[config.mk]
export PLATFORM = sky130hd
export DESIGN_NAME = sactc_core
export DESIGN_NICKNAME = d
export VERILOG_FILES = /design/src/inc/sactc_pkg.sv /design/src/core/sactc_core.sv
export SDC_FILE = /design/constraint.sdc
export NUM_CORES = 1
export LEC_CHECK = 0
export ABC_AREA = 1
export ABC_CLOCK_PERIOD_IN_PS = 1780
export BUFFER_PORTS_ARGS = -buffer_cell sky130_fd_sc_hd__buf_2
export CAP_MARGIN = 20
export CORE_ASPECT_RATIO = 0.7
export CORE_MARGIN = 4
export CORE_UTILIZATION = 50
export CTS_BUF_LIST = sky130_fd_sc_hd__clkbuf_4 sky130_fd_sc_hd__clkbuf_8
export DETAILED_ROUTE_END_ITERATION = 10
export PLACE_DENSITY = 0.78
export RECOVER_POWER = 100
export SYNTH_ARGS = -nofsm -noshare
export SYNTH_HDL_FRONTEND = slang
export SYNTH_SLANG_ARGS = --single-unit
[constraint.sdc]
create_clock -name hclk -period 1.78 [get_ports hclk]
set_input_delay 0 -clock hclk [delete_from_list [all_inputs] [get_ports hclk]]
set_output_delay 0 -clock hclk [all_outputs]
set_load 0.005 [all_outputs]
[src/inc/sactc_pkg.sv]
package sactc_pkg;
	localparam logic [7:0] OFS_SC1 = 8'h00;
	localparam logic [7:0] OFS_SC2 = 8'h04;
	localparam logic [7:0] OFS_RH  = 8'h08;
	localparam logic [7:0] OFS_RL  = 8'h0c;
	localparam logic [7:0] OFS_CVH = 8'h10;
	localparam logic [7:0] OFS_CVL = 8'h14;
	localparam logic [7:0] OFS_CFG = 8'h18;
	localparam logic [4:0] CH_OFF  = 5'h1f;
	localparam logic [4:0] CH_TEMP = 5'h1a;
	localparam logic [4:0] CH_BGAP = 5'h1b;
	localparam logic [1:0] SRC_BUS  = 2'h0;
	localparam logic [1:0] SRC_BUS2 = 2'h1;
	localparam logic [1:0] SRC_ALT  = 2'h2;
	localparam logic [1:0] SRC_ASYN = 2'h3;
	localparam int         SAMPLE_SHORT = 4;
	localparam int         SAMPLE_LONG  = 24;
	localparam int         NBITS = 10;

	typedef struct packed {
		logic       aien;
		logic       adco;
		logic [4:0] ch;
	} sactc_sc1_t;

	typedef struct packed {
		logic       hw_trig;
		logic       cmp_en;
		logic       cmp_ge;
	} sactc_sc2_t;

	typedef struct packed {
		logic       low_power;
		logic [1:0] div;
		logic       long_sample;
		logic       mode10;
		logic [1:0] clk_src;
	} sactc_cfg_t;

	typedef enum logic [2:0] {
		ST_IDLE   = 3'b001,
		ST_SAMPLE = 3'b010,
		ST_SAR    = 3'b100
	} sactc_state_t;
endpackage

[src/core/sactc_core.sv]
// Our own choices: the AHB-Lite slave port and the address map.
`timescale 1ns/1ps
module sactc_core
	import sactc_pkg::*;
(
	input  wire logic        hclk,
	input  wire logic        hresetn,
	input  wire logic        hsel,
	input  wire logic [31:0] haddr,
	input  wire logic [1:0]  htrans,
	input  wire logic        hwrite,
	input  wire logic [2:0]  hsize,
	input  wire logic [31:0] hwdata,
	input  wire logic        hready,
	output logic      [31:0] hrdata,
	output logic             hreadyout,
	output logic             hresp,
	input  wire logic        ext_reference_clock,
	input  wire logic        local_async_conv_clock,
	input  wire logic        hardware_trigger_in,
	input  wire logic        mcu_wait,
	input  wire logic        mcu_stop,
	input  wire logic        comparator_in,
	output logic      [4:0]  channel_select,
	output logic             sampling,
	output logic      [9:0]  dac_code,
	output logic             converter_on,
	output logic             adc_irq
);
	// ****************************************
	// Bus slave
	// ****************************************
	logic        wr_pend_q;
	logic        rd_pend_q;
	logic [7:0]  addr_q;
	sactc_sc1_t  sc1_q;
	sactc_sc2_t  sc2_q;
	sactc_cfg_t  cfg_q;
	logic [9:0]  cv_q;
	logic [9:0]  result_q;
	logic        conversion_done_flag;
	logic        active_q;
	sactc_state_t state_q;

	logic        take;
	logic        sc1_wr;
	logic        rl_rd;
	assign take      = hsel & hready & htrans[1];
	assign hreadyout = 1'b1;
	assign hresp     = 1'b0;

	always_ff @(posedge hclk or negedge hresetn) begin
		if (!hresetn) begin
			wr_pend_q <= 1'b0;
			rd_pend_q <= 1'b0;
			addr_q    <= 8'h00;
		end else begin
			wr_pend_q <= take & hwrite;
			rd_pend_q <= take & ~hwrite;
			if (take)
				addr_q <= haddr[7:0];
		end
	end

	assign sc1_wr = wr_pend_q && addr_q == OFS_SC1;
	assign rl_rd  = take && !hwrite && haddr[7:0] == OFS_RL;

	always_ff @(posedge hclk or negedge hresetn) begin
		if (!hresetn) begin
			sc1_q <= '{aien: 1'b0, adco: 1'b0, ch: CH_OFF};
			sc2_q <= '0;
			cfg_q <= '0;
			cv_q  <= 10'h000;
		end else if (wr_pend_q) begin
			unique case (addr_q)
				OFS_SC1: sc1_q <= sactc_sc1_t'(hwdata[6:0]);
				OFS_SC2: sc2_q <= sactc_sc2_t'(hwdata[6:4]);
				OFS_CVH: cv_q[9:8] <= hwdata[1:0];
				OFS_CVL: cv_q[7:0] <= hwdata[7:0];
				OFS_CFG: cfg_q <= sactc_cfg_t'(hwdata[6:0]);
				default: ;
			endcase
		end
	end

	function automatic logic [9:0] fmt(input logic [9:0] r, input logic m10);
		fmt = m10 ? r : {2'b00, r[9:2]};
	endfunction

	logic [9:0] res_fmt;
	assign res_fmt = fmt(result_q, cfg_q.mode10);

	always_ff @(posedge hclk or negedge hresetn) begin
		if (!hresetn)
			hrdata <= 32'h0000_0000;
		else if (take && !hwrite) begin
			unique case (haddr[7:0])
				OFS_SC1: hrdata <= {24'h0, conversion_done_flag, sc1_q};
				OFS_SC2: hrdata <= {24'h0, active_q, sc2_q, 4'h0};
				OFS_RH:  hrdata <= {30'h0, res_fmt[9:8]};
				OFS_RL:  hrdata <= {24'h0, res_fmt[7:0]};
				OFS_CVH: hrdata <= {30'h0, cv_q[9:8]};
				OFS_CVL: hrdata <= {24'h0, cv_q[7:0]};
				OFS_CFG: hrdata <= {25'h0, cfg_q};
				default: hrdata <= 32'h0000_0000;
			endcase
		end
	end

	// ****************************************
	// Conversion clock tick
	// ****************************************
	// Sources are sampled as levels in hclk; their rising edge gives a tick.
	// Trade-off: keeps one clock domain, so sources must be slower than hclk/2.
	logic [1:0] alt_s_q;
	logic [1:0] asy_s_q;
	logic       alt_d_q;
	logic       asy_d_q;
	logic       half_q;
	logic       src_tick;
	logic [3:0] div_cnt_q;
	logic [3:0] div_max;
	logic       conv_tick;

	always_ff @(posedge hclk or negedge hresetn) begin
		if (!hresetn) begin
			alt_s_q <= 2'b00;
			asy_s_q <= 2'b00;
			alt_d_q <= 1'b0;
			asy_d_q <= 1'b0;
			half_q  <= 1'b0;
		end else begin
			alt_s_q <= {alt_s_q[0], ext_reference_clock};
			asy_s_q <= {asy_s_q[0], local_async_conv_clock};
			alt_d_q <= alt_s_q[1];
			asy_d_q <= asy_s_q[1];
			half_q  <= ~half_q;
		end
	end

	always_comb begin
		unique case (cfg_q.clk_src)
			SRC_BUS:  src_tick = 1'b1;
			SRC_BUS2: src_tick = half_q;
			// Alternate runs in wait, blocked in stop
			SRC_ALT:  src_tick = alt_s_q[1] & ~alt_d_q & ~mcu_stop;
			SRC_ASYN: src_tick = asy_s_q[1] & ~asy_d_q;
			default:  src_tick = 1'b0;
		endcase
		// Bus clock sources stop in stop mode; wait keeps them.
		if (mcu_stop && cfg_q.clk_src != SRC_ASYN)
			src_tick = 1'b0;
	end

	assign div_max   = (4'h1 << cfg_q.div) - 4'h1;
	assign conv_tick = src_tick && div_cnt_q == div_max;

	always_ff @(posedge hclk or negedge hresetn) begin
		if (!hresetn)
			div_cnt_q <= 4'h0;
		else if (src_tick)
			div_cnt_q <= conv_tick ? 4'h0 : div_cnt_q + 4'h1;
	end

	// ****************************************
	// Hardware trigger
	// ****************************************
	logic [1:0] trg_s_q;
	logic       trg_d_q;
	logic       hw_start;
	always_ff @(posedge hclk or negedge hresetn) begin
		if (!hresetn) begin
			trg_s_q <= 2'b00;
			trg_d_q <= 1'b0;
		end else begin
			trg_s_q <= {trg_s_q[0], hardware_trigger_in};
			trg_d_q <= trg_s_q[1];
		end
	end
	// No counter interrupt enable gating; no mode gating
	assign hw_start = sc2_q.hw_trig & trg_s_q[1] & ~trg_d_q;

	// ****************************************
	// Sequencer
	// ****************************************
	logic       ch_off;
	logic       sw_start;
	logic       start;
	logic [4:0] cnt_q;
	logic [3:0] bit_q;
	logic [9:0] sar_q;
	logic       finish;
	logic       match;
	logic [4:0] samp_len;
	logic       wr_off;

	assign ch_off   = sc1_q.ch == CH_OFF;
	assign wr_off   = sc1_wr && hwdata[4:0] == CH_OFF;
	assign sw_start = sc1_wr && hwdata[4:0] != CH_OFF && !sc2_q.hw_trig;
	assign start    = sw_start | (hw_start & ~ch_off & ~active_q);
	assign samp_len = 5'(cfg_q.long_sample ? SAMPLE_LONG : SAMPLE_SHORT);
	assign finish   = state_q == ST_SAR && conv_tick && bit_q == 4'h0;
	assign match    = sc2_q.cmp_ge ? sar_q >= cv_q : sar_q < cv_q;

	always_ff @(posedge hclk or negedge hresetn) begin
		if (!hresetn) begin
			state_q  <= ST_IDLE;
			cnt_q    <= 5'h00;
			bit_q    <= 4'h0;
			sar_q    <= 10'h000;
			active_q <= 1'b0;
		end else if (wr_off) begin
			state_q  <= ST_IDLE;
			active_q <= 1'b0;
		end else if (start || (sc1_wr && !sc2_q.hw_trig)) begin
			state_q  <= ST_SAMPLE;
			cnt_q    <= samp_len;
			active_q <= 1'b1;
		end else if (sc1_wr) begin
			state_q  <= ST_IDLE; // abort, wait for trigger
			active_q <= 1'b0;
		end else begin
			unique case (state_q)
				ST_IDLE: ;
				ST_SAMPLE: if (conv_tick) begin
					if (cnt_q == 5'h00) begin
						state_q <= ST_SAR;
						bit_q   <= 4'(NBITS - 1);
						sar_q   <= 10'h200;
					end else
						cnt_q <= cnt_q - 5'h01;
				end
				ST_SAR: if (conv_tick) begin
					// keep or drop trial bit, set next
					if (!comparator_in)
						sar_q[bit_q] <= 1'b0;
					if (bit_q != 4'h0) begin
						sar_q[bit_q - 4'h1] <= 1'b1;
						bit_q <= bit_q - 4'h1;
					end else if (sc1_q.adco && !ch_off) begin
						state_q <= ST_SAMPLE;
						cnt_q   <= samp_len;
					end else begin
						state_q  <= ST_IDLE;
						active_q <= 1'b0;
					end
				end
				default: state_q <= ST_IDLE;
			endcase
		end
	end

	// ****************************************
	// Result and flag
	// ****************************************
	logic [9:0] final_val;
	logic       done_ok;
	assign final_val = comparator_in ? sar_q : sar_q & ~(10'h001);
	assign done_ok   = finish && (!sc2_q.cmp_en ||
		(sc2_q.cmp_ge ? final_val >= cv_q : final_val < cv_q));

	always_ff @(posedge hclk or negedge hresetn) begin
		if (!hresetn) begin
			result_q             <= 10'h000;
			conversion_done_flag <= 1'b0;
		end else begin
			if (done_ok)
				result_q <= final_val;
			// Set beats the clear in the same cycle
			if (done_ok)
				conversion_done_flag <= 1'b1;
			else if (sc1_wr || rl_rd)
				conversion_done_flag <= 1'b0;
		end
	end

	assign adc_irq = conversion_done_flag & sc1_q.aien;

	// ****************************************
	// Analog front outputs
	// ****************************************
	assign channel_select = sc1_q.ch;
	assign sampling       = state_q == ST_SAMPLE;
	// Straight from the trial register: the comparator must judge this code
	// in the same tick, a further flop would lag one decision behind
	assign dac_code       = sar_q;

	always_ff @(posedge hclk or negedge hresetn) begin
		if (!hresetn)
			converter_on <= 1'b0;
		else
			converter_on <= ~ch_off & (active_q | ~cfg_q.low_power);
	end
endmodule

## Yosys cells after proc, flatten, opt, wreduce, memory -nomap -nowiden

Cells that the tools add are included.

- Bits of input ports: 80
- Memory bits (writable): 0
- Logic and storage cells: 206
- Output and inout port bits: 52
- Flip-flop bits (word level): 117
- Bits in latches: 0
- ROM bits: 0
- Memories: 0

- Div/mod/pow operators: 0
- $mul: 0
- Reductions and logical operators: 43
- Shift operators: 1
- Magnitude comparators: 6
- Multiplexer cells: 54
- Eq/ne operators: 38
- Add/subtract/negate cells: 4
- Bitwise operators: 28

Operators by type and width:

| operator | count |
|---|---|
| 10-bit two-way mux | 11 |
| 8-bit case mux with 7 select lines | 1 |
| 8-bit by 5-bit == test with 1-bit output (second input constant) | 6 |
| 5-bit two-way mux | 8 |
| 3-bit two-way mux | 7 |
| 4-bit two-way mux | 5 |
| 10-bit case mux with 2 select lines | 1 |
| 8-bit by 3-bit == test with 1-bit output (second input constant) | 2 |
| 8-bit by 4-bit == test with 1-bit output (second input constant) | 2 |
| 8-bit zero test | 2 |
| 8-bit AND reduction | 2 |
| 1-bit logical AND | 15 |
| 1-bit two-way mux | 14 |
| 1-bit bitwise AND | 12 |
| 4-bit != test (second input constant) | 3 |
| 4-bit nonzero test | 3 |
| 1-bit inverter | 11 |
| 10-bit bitwise AND | 1 |
| 5-bit == test (second input constant) | 2 |
| 10-bit greater-or-equal comparator | 1 |
| 10-bit less-than comparator | 1 |
| 4-bit by 5-bit less-than comparator with 1-bit output (second input constant) | 2 |
| 5-bit by 1-bit != test with 1-bit output (second input constant) | 2 |
| 5-bit != test (second input constant) | 2 |
| 37 further kinds | 58 |

## Depth between registers and ports, before layout

Gate-level depths: netlist of the first run.

- Word-level depth: 16
- Depth in mapped cells: 14
- Depth with buffers taken out: 13

## Least setup slack after synthesis of the first run

No wires, ideal clock.

- Path type: flip-flop to flip-flop
- Start point: register bit_q[0]
- End point: register active_q
- Arrival time: 1.598 ns
- Period minus slack after synthesis: 1.724 ns
- Setup time: 0.126 ns
- Buffers on the path: 0
- Required time: 1.654 ns
- Slack: 0.056 ns
- Cell stages (with the launch flop): 8
- Cells stage by stage: dfrtp_1 > inv_1 > ha_1 > nand3_1 > nor2_1 > nand3_1 > nand3_1 > o21ai_0

- Longest elaborated chain between the ends: 3

Ends and longest elaborated chain:

| element | RTL line | text |
|---|---|---|
| from (decl) | sactc_core.sv:190 | `logic [3:0] bit_q;` |
| from (signal assigned) | sactc_core.sv:228 | `bit_q <= 4'(NBITS - 1);` |
| from (signal assigned) | sactc_core.sv:239 | `bit_q <= bit_q - 4'h1;` |
| 4-bit nonzero test | sactc_core.sv:237 | `if (bit_q != 4'h0) begin` |
| 4-bit != test (no line) | -- |  |
| 4-bit AND reduction (no line) | -- |  |
| to (signal assigned) | sactc_core.sv:218 | `active_q <= 1'b1;` |
| to (signal assigned) | sactc_core.sv:221 | `active_q <= 1'b0;` |
| to (signal assigned) | sactc_core.sv:245 | `active_q <= 1'b0;` |
| to (decl) | sactc_core.sv:42 | `logic active_q;` |

No other way between the ends.
A chain may end at the register's enable or synchronous reset.

## Worst setup path in the final report of the first run

- Start point: register cv_q[3]
- End point: register result_q[0]

- Longest elaborated chain between the ends: 4
- Elaborated cells between the ends (all ways): 5
- Classes of those cells: order compare (2); mux (1); reduce/logical (2)

Ends and longest elaborated chain:

| element | RTL line | text |
|---|---|---|
| from (decl) | sactc_core.sv:39 | `logic [9:0] cv_q;` |
| from (signal assigned) | sactc_core.sv:79 | `OFS_CVL: cv_q[7:0] <= hwdata[7:0];` |
| 10-bit less-than comparator or 10-bit greater-or-equal comparator (tied branches) | sactc_core.sv:260 | `(sc2_q.cmp_ge ? final_val >= cv_q : final_val < cv_q));` |
| 1-bit two-way mux (*) | sactc_core.sv:260 |  |
| 1-bit logical OR (*) | sactc_core.sv:259 | `assign done_ok = finish && (!sc2_q.cmp_en \|\|` |
| 1-bit logical AND (*) | sactc_core.sv:259 |  |
| to (signal assigned) | sactc_core.sv:268 | `result_q <= final_val;` |
| to (decl) | sactc_core.sv:40 | `logic [9:0] result_q;` |

Every way passes the cells marked *; elsewhere a longest branch is shown, timed or not.

==> metrics.txt, run 1 <==
status complete, but fails checks; failing checks setup timing; dpl hpwl 10500 um; clock latency on the worst-skew pair 0.38 ns; post-route ant nets 0; total grt overflow 0; synthesized cell area 5470 um2; FF+latch area 2340 um2; cell accounting for the most synthesized area dfrtp_1; yosys warns 0; vias in the first global route 4584; ratio of cells with drive above 1 in the final layout 20.7%; Hold Vio Cnt, Final 0; Port Buffer Count 52; GRT Util Overall 22.4%; EDFF count, synth 0; worst reg-to-reg path cell count 12; dpl cell area 6110 um2; transition time of the tightest slew-check pin 0.844 ns; full die area 12700 um2; Setup crit start kind register; Initial Utilization 52.0%; hold worst-path end dac_code[4]; FF-to-FF Start cv_q[3]; VDD IR-drop max 0.785 mV; Synth Area in Compound Gates 9.45%; final layout net count 954; CTS tree built; R2R setup slack -0.07 ns; xor/xnor share of the synthesized area 0.480%; Worst Setup SP cv_q[3]; most frequent cell after synthesis nand2_1; finished layout cell area 6660 um2; area of the multi-input gates 2690 um2; Hold Path Stages 5; post-synthesis sequential area ratio 42.7%; Filler cells 914; Min Clock Period, post-route 1.85 ns; core area 10500 um2; Cell Rows 31; RSZ-0062 raised after global routing true; Pleak 3.65 nW; Worst Path Arrival 2.13 ns; number of max-cap violations 0; CP Class reg -> reg; post-synthesis adder-cell area fraction 4.35%; vias after detailed routing 5160; GPL Wtd Cong 0.918; Clock Path Buffers 2; # H-tree levels 3; Clock Skew 0.00918 ns; WP data required 2.07 ns; final setup margin -0.0662 ns; setup violators final 13; top post-synthesis cells by count 240 x nand2_1, 87 x dfrtp_1, 79 x inv_1; Synth Register Bits 93; share of synthesized registers carrying an async set or reset 100%; Mean Syn Cell Area 7.46 um2; hold_sp comparator_in; initial antenna violation count 0; Routed WL 14300 um; headroom to the max-slew limit 43.7%; largest family of logic cells by synthesized area simple AND/OR/NAND/NOR gates; largest net degree at the start of global routing 35; Slew Limit Fails 0; Max Freq 0.542 GHz; # IOs 132; crit share post-route 104%; first-pass GRT wire length 22400 um; wire per inst 14.2 um; worst-path fanout max 5; worst hold path class in -> reg; area growth from synthesis to layout 21.8%; clk slew on worst S/H paths 0.10 ns; mux cell area share after synthesis 0.412%; chip width 133 um; Synth top area share 39.8%; vias per cell 5.12; Die Y 95.5 um; First DRT Iteration DRCs 496; clk sink count 93; Post-Synth Simple-Gate Area 30.1%; Pre-antenna DRT Iters 6; overall power 0.00559 W; RR Endpoint result_q[0]; diode count 0; post-route DRC violation count 0; crit end category register; Syn Inst Count 733; Yosys cell types 41; Power Density 840 nW/um2; Post-synth top flop dfrtp_1; largest cells by area after synthesis dfrtp_1 40%, nand2_1 16%, o21ai_0 6.3%; Num CTS Buffers 9; clk root buf clkbuf_8
[worst max path at each step]
stage,endpoint,slack [ns],cells past startpoint
6_report,result_q[0],-0.07,12
5_1_grt,result_q[0],-0.19,12
4_1_cts,result_q[9],0.002,11
3_3_place_gp,dac_code[2],0.0006,10
3_5_place_dp,result_q[7],-0.04,10
2_1_floorplan,active_q,0.06,7
[layout make-up]
class	count	share of cell area [%]
Tap cell	148	2.78
Inverter	82	4.68
Timing Repair Buffer	140	14.1
Clock buffer	11	2.27
Clock inverter	5	0.658
Sequential cell	93	35.1
Multi-Input combinational cell	529	40.4
[flip-flops by register name, summed over array words and instances (netlist names), 5 cells and up]
name,flops
channel_select,5
cv_q,10
result_q,10
cnt_q,5
dac_code,10
addr_q,8
hrdata,8
cfg_q,7
[critical path: stages, from the launching register on]
cell,delay [ns]
dfrtp_1,0.40
inv_1,0.08
ha_4,0.27
nand2_1,0.07
nor2_2,0.14
nand2_1,0.08
o21ai_2,0.14
nand3_2,0.11
nand3_4,0.10
nand2_4,0.08
clkbuf_16,0.17
nand2_1,0.06
nand2_1,0.05
[kinds of logic (layout without fill, tap and decap cells)]
group,after synthesis,count (layout)
AND/OR/NAND/NOR,382,382
buffers and inverters,135,238
AO/OA/AOI/OAI,97,97
flip-flops,93,93
adder cells (fa/ha/maj),19,19
XOR/XNOR,3,3
other,2,26
multiplexers,2,2
[layout by cell type (no fill, tap or decap), types with 5 or more instances in the layout]
| master | n |
|---|---|
| conb_1 | 26 |
| o21ai_1 | 6 |
| clkbuf_1 | 22 |
| buf_2 | 45 |
| nor2_4 | 5 |
| nor2_2 | 10 |
| buf_4 | 37 |
| inv_2 | 7 |
| nand4_1 | 9 |
| dlygate4sd3_1 | 21 |
| dfrtp_1 | 85 |
| o21ai_0 | 65 |
| nand3_2 | 6 |
| nand2_1 | 225 |
| nand2_2 | 14 |
| clkbuf_4 | 7 |
| ha_1 | 18 |
| a21oi_1 | 11 |
| inv_1 | 74 |
| nor3_1 | 9 |
| nand3_1 | 51 |
| clkbuf_8 | 11 |
| nor2_1 | 42 |
[power breakdown]
group / internal, W / leakage [nW] / switching (W)
Clock: 0.000598 / 0.0937 / 0.000798
Combinational: 0.000660 / 2.46 / 0.000916
Sequential: 0.00241 / 1.09 / 0.000214
[layer usage]
layer	share of wire, %	track usage (%)
met4	2.4	7.53
met5	0	0
met3	8.1	4.11
met1	46	32.3
met2	44	34.4
[stage by stage]
step	setup slack [ns]	utilization [%]	instances	TNS [ns]	hold WS, ns
6_report	-0.0662	63.4	1008	-0.490	0.0383
5_1_grt	-0.192	63.4	1008	-4.07	0.0705
2_1_floorplan	0.0557	-	757	0	-0.296
3_5_place_dp	-0.0407	58.1	962	-0.220	-0.0121
4_1_cts	0.00248	62.2	999	0	0.00907
3_3_place_gp	0.000637	58.1	962	0	-0.0190
[repair_timing]
| action | CTS | global route |
|---|---|---|
| cloned | 0 | 2 |
| endpoints found under the setup margin | 28 | 33 |
| resized for setup | 8 | 52 |
| buffers inserted | 0 | 7 |
| hold buffers | 21 | 0 |
| pin swaps | 0 | 18 |
| endpoints found under the hold margin | 125 | 0 |
(Power assumes the default switching activity.)
==> inputs of run 2 (changes only) <==
--- a/config.mk
+++ b/config.mk
@@ -14,7 +14,7 @@
 export CORE_UTILIZATION = 50
 export CTS_BUF_LIST = sky130_fd_sc_hd__clkbuf_4 sky130_fd_sc_hd__clkbuf_8
 export DETAILED_ROUTE_END_ITERATION = 10
-export PLACE_DENSITY = 0.78
+export PLACE_DENSITY_LB_ADDON = 0.2
 export RECOVER_POWER = 100
 export SYNTH_ARGS = -nofsm -noshare
 export SYNTH_HDL_FRONTEND = slang
==> metrics.txt, run 2 (same netlist as run 1, synthesis figures left out) <==
Num CTS Buffers 9 (unchanged); GPL Wtd Cong 1.02 (was 0.918); final setup margin -0.0514 ns (was -0.0662 ns); headroom to the max-slew limit 48.7% (was 43.7%); area growth from synthesis to layout 24.2% (was 21.8%); crit end category register (unchanged); vias after detailed routing 5212 (was 5160); # H-tree levels 3 (unchanged); largest net degree at the start of global routing 35 (unchanged); chip width 133 um (unchanged); Die Y 95.5 um (unchanged); Crit path top cell by count nand2_1 (unchanged); vias per cell 5.18 (was 5.12); CP Class reg -> reg (unchanged); Slowest-stage cell, CP dfrtp_1 (unchanged); clk slew on worst S/H paths 0.09 ns (was 0.10 ns); total grt overflow 0 (unchanged); crit path cell chain inv_2, ha_1, nand2_2, inv_1, nand2_1, nand2_1, nand2_1, nand3_2, nand2_2, nand3_4, nand2_4, clkbuf_16, nand2_1, nand2_1 (was inv_1, ha_4, nand2_1, nor2_2, nand2_1, o21ai_2, nand3_2, nand3_4, nand2_4, clkbuf_16, nand2_1, nand2_1); status complete, but fails checks (unchanged); CTS tree built (unchanged); vias in the first global route 4789 (was 4584); GRT Util Overall 24.2% (was 22.4%); failing checks setup timing (unchanged); Pleak 3.68 nW (was 3.65 nW); Final Core Density 64.6% (was 63.4%); Cell Rows 31 (unchanged); full die area 12700 um2 (unchanged); post-route setup TNS -0.334 ns (was -0.490 ns); # IOs 132 (unchanged); RSZ-0062 raised after global routing true (unchanged); core area 10500 um2 (unchanged); Worst Path Arrival 2.15 ns (was 2.13 ns); overall power 0.00569 W (was 0.00559 W); WP data required 2.10 ns (was 2.07 ns); Filler cells 917 (was 914); first-pass GRT wire length 24100 um (was 22400 um); Setup crit start kind register (unchanged); Clock Skew 0.00887 ns (was 0.00918 ns); Power Density 838 nW/um2 (was 840 nW/um2); VDD IR-drop max 0.399 mV (was 0.785 mV); clk root buf clkbuf_8 (unchanged); transition time of the tightest slew-check pin 0.769 ns (was 0.844 ns); Port Buffer Count 52 (unchanged); ratio of cells with drive above 1 in the final layout 23.4% (was 20.7%); initial antenna violation count 0 (unchanged); Place WS -0.156 ns (was -0.0407 ns); worst-path fanout max 5 (unchanged); Hold Vio Cnt, Final 0 (unchanged); crit share post-route 103% (was 104%); Clock Path Buffers 2 (unchanged); dpl cell area 6100 um2 (was 6110 um2); post-route ant nets 0 (unchanged); clk sink count 93 (unchanged); CP peak stage delay 0.40 ns (about the same); most frequent cells in the layout 222 x nand2_1, 84 x dfrtp_1, 73 x inv_1, 65 x o21ai_0, 51 x buf_4 (was 225 x nand2_1, 85 x dfrtp_1, 74 x inv_1, 65 x o21ai_0, 51 x nand3_1); Initial Utilization 52.0% (unchanged); final layout net count 953 (was 954); Max Freq 0.546 GHz (was 0.542 GHz); First DRT Iteration DRCs 435 (was 496); post-route DRC violation count 0 (unchanged); Routed WL 15000 um (was 14300 um); commonest non-fill, non-tap cell in the layout nand2_1 (unchanged); setup violators final 11 (was 13); worst hold path class in -> reg (unchanged); finished layout cell area 6790 um2 (was 6660 um2); number of max-cap violations 0 (unchanged); clock latency on the worst-skew pair 0.38 ns (about the same); dpl hpwl 11200 um (was 10500 um); diode count 0 (unchanged); Slew Limit Fails 0 (unchanged); Pre-antenna DRT Iters 5 (was 6); wire per inst 14.9 um (was 14.2 um); Min Clock Period, post-route 1.83 ns (was 1.85 ns)
[run 2: cell types whose count changed in the layout (fill, tap and decap cells not counted), moves of 3 or more]
cell      previous run  this run
buf_2               45        48
buf_4               37        51
clkbuf_1            22        12
clkbuf_4             7         1
ha_1                18        15
ha_4                 1         4
nand2_1            225       222
nand2_2             14        18
nor2_2              10         7
nor2_4               5        10
[run 2: final timing paths]
kind	from	depth (start not counted)	slack [ns]	to
max in group asynchronous	hresetn	3	0.32	dac_code[0]
worst min-delay path	hwdata[0]	3	0.02	cv_q[0]
worst max-delay path	cv_q[4]	14	-0.05	result_q[2]
worst max register to register	cv_q[4]	14	-0.05	result_q[2]
min in group asynchronous	hresetn	2	0.23	hrdata[2]
worst min register to register	trg_s_q[0]	0	0.36	trg_s_q[1]
[run 2: routing by layer]
metal	up-vias	global-route usage (%)	part of all wire (%)
li1	2514	-	-
met1	2475	36.3	48
met2	198	35.1	43
met3	25	5.54	8.1
met4	0	6.06	1.5
met5	-	0	0
[run 2: cell type report]
class	instances	area, um2	area share, %
Clock buffer	11	145	2.14
Tap cell	148	185	2.73
Timing Repair Buffer	139	967	14.2
Inverter	82	308	4.53
Sequential cell	93	2340	34.4
Multi-Input combinational cell	529	2790	41.1
Clock inverter	5	58.8	0.866
[run 2: metrics by stage]
stage | hold slack [ns] | cells
2_1_floorplan | -0.296 | 757
3_3_place_gp | -0.0385 | 962
3_5_place_dp | -0.0384 | 962
4_1_cts | 0.00137 | 999
5_1_grt | 0.0223 | 1007
6_report | 0.0212 | 1007
[run 2: worst max-delay path, delay by kind of cell (launching register included)]
family	cells	cell delay, ns
AND/OR/NAND/NOR	10	0.83
flip-flops	1	0.40
buffers and inverters	3	0.31
adder cells (fa/ha/maj)	1	0.24
[run 2: power breakdown]
part,internal (W),switching (W)
clock network,0.000706,0.000787
logic,0.000639,0.000899
registers,0.00241,0.000247
[run 2: timing repair]
| action | CTS | global route |
|---|---|---|
| buffers inserted | 0 | 7 |
| resized for setup | 15 | 60 |
| cloned | 0 | 1 |
| hold endpoints to repair | 122 | 0 |
| setup endpoints to repair | 12 | 34 |
| hold buffers | 21 | 0 |
| pin swaps | 2 | 24 |
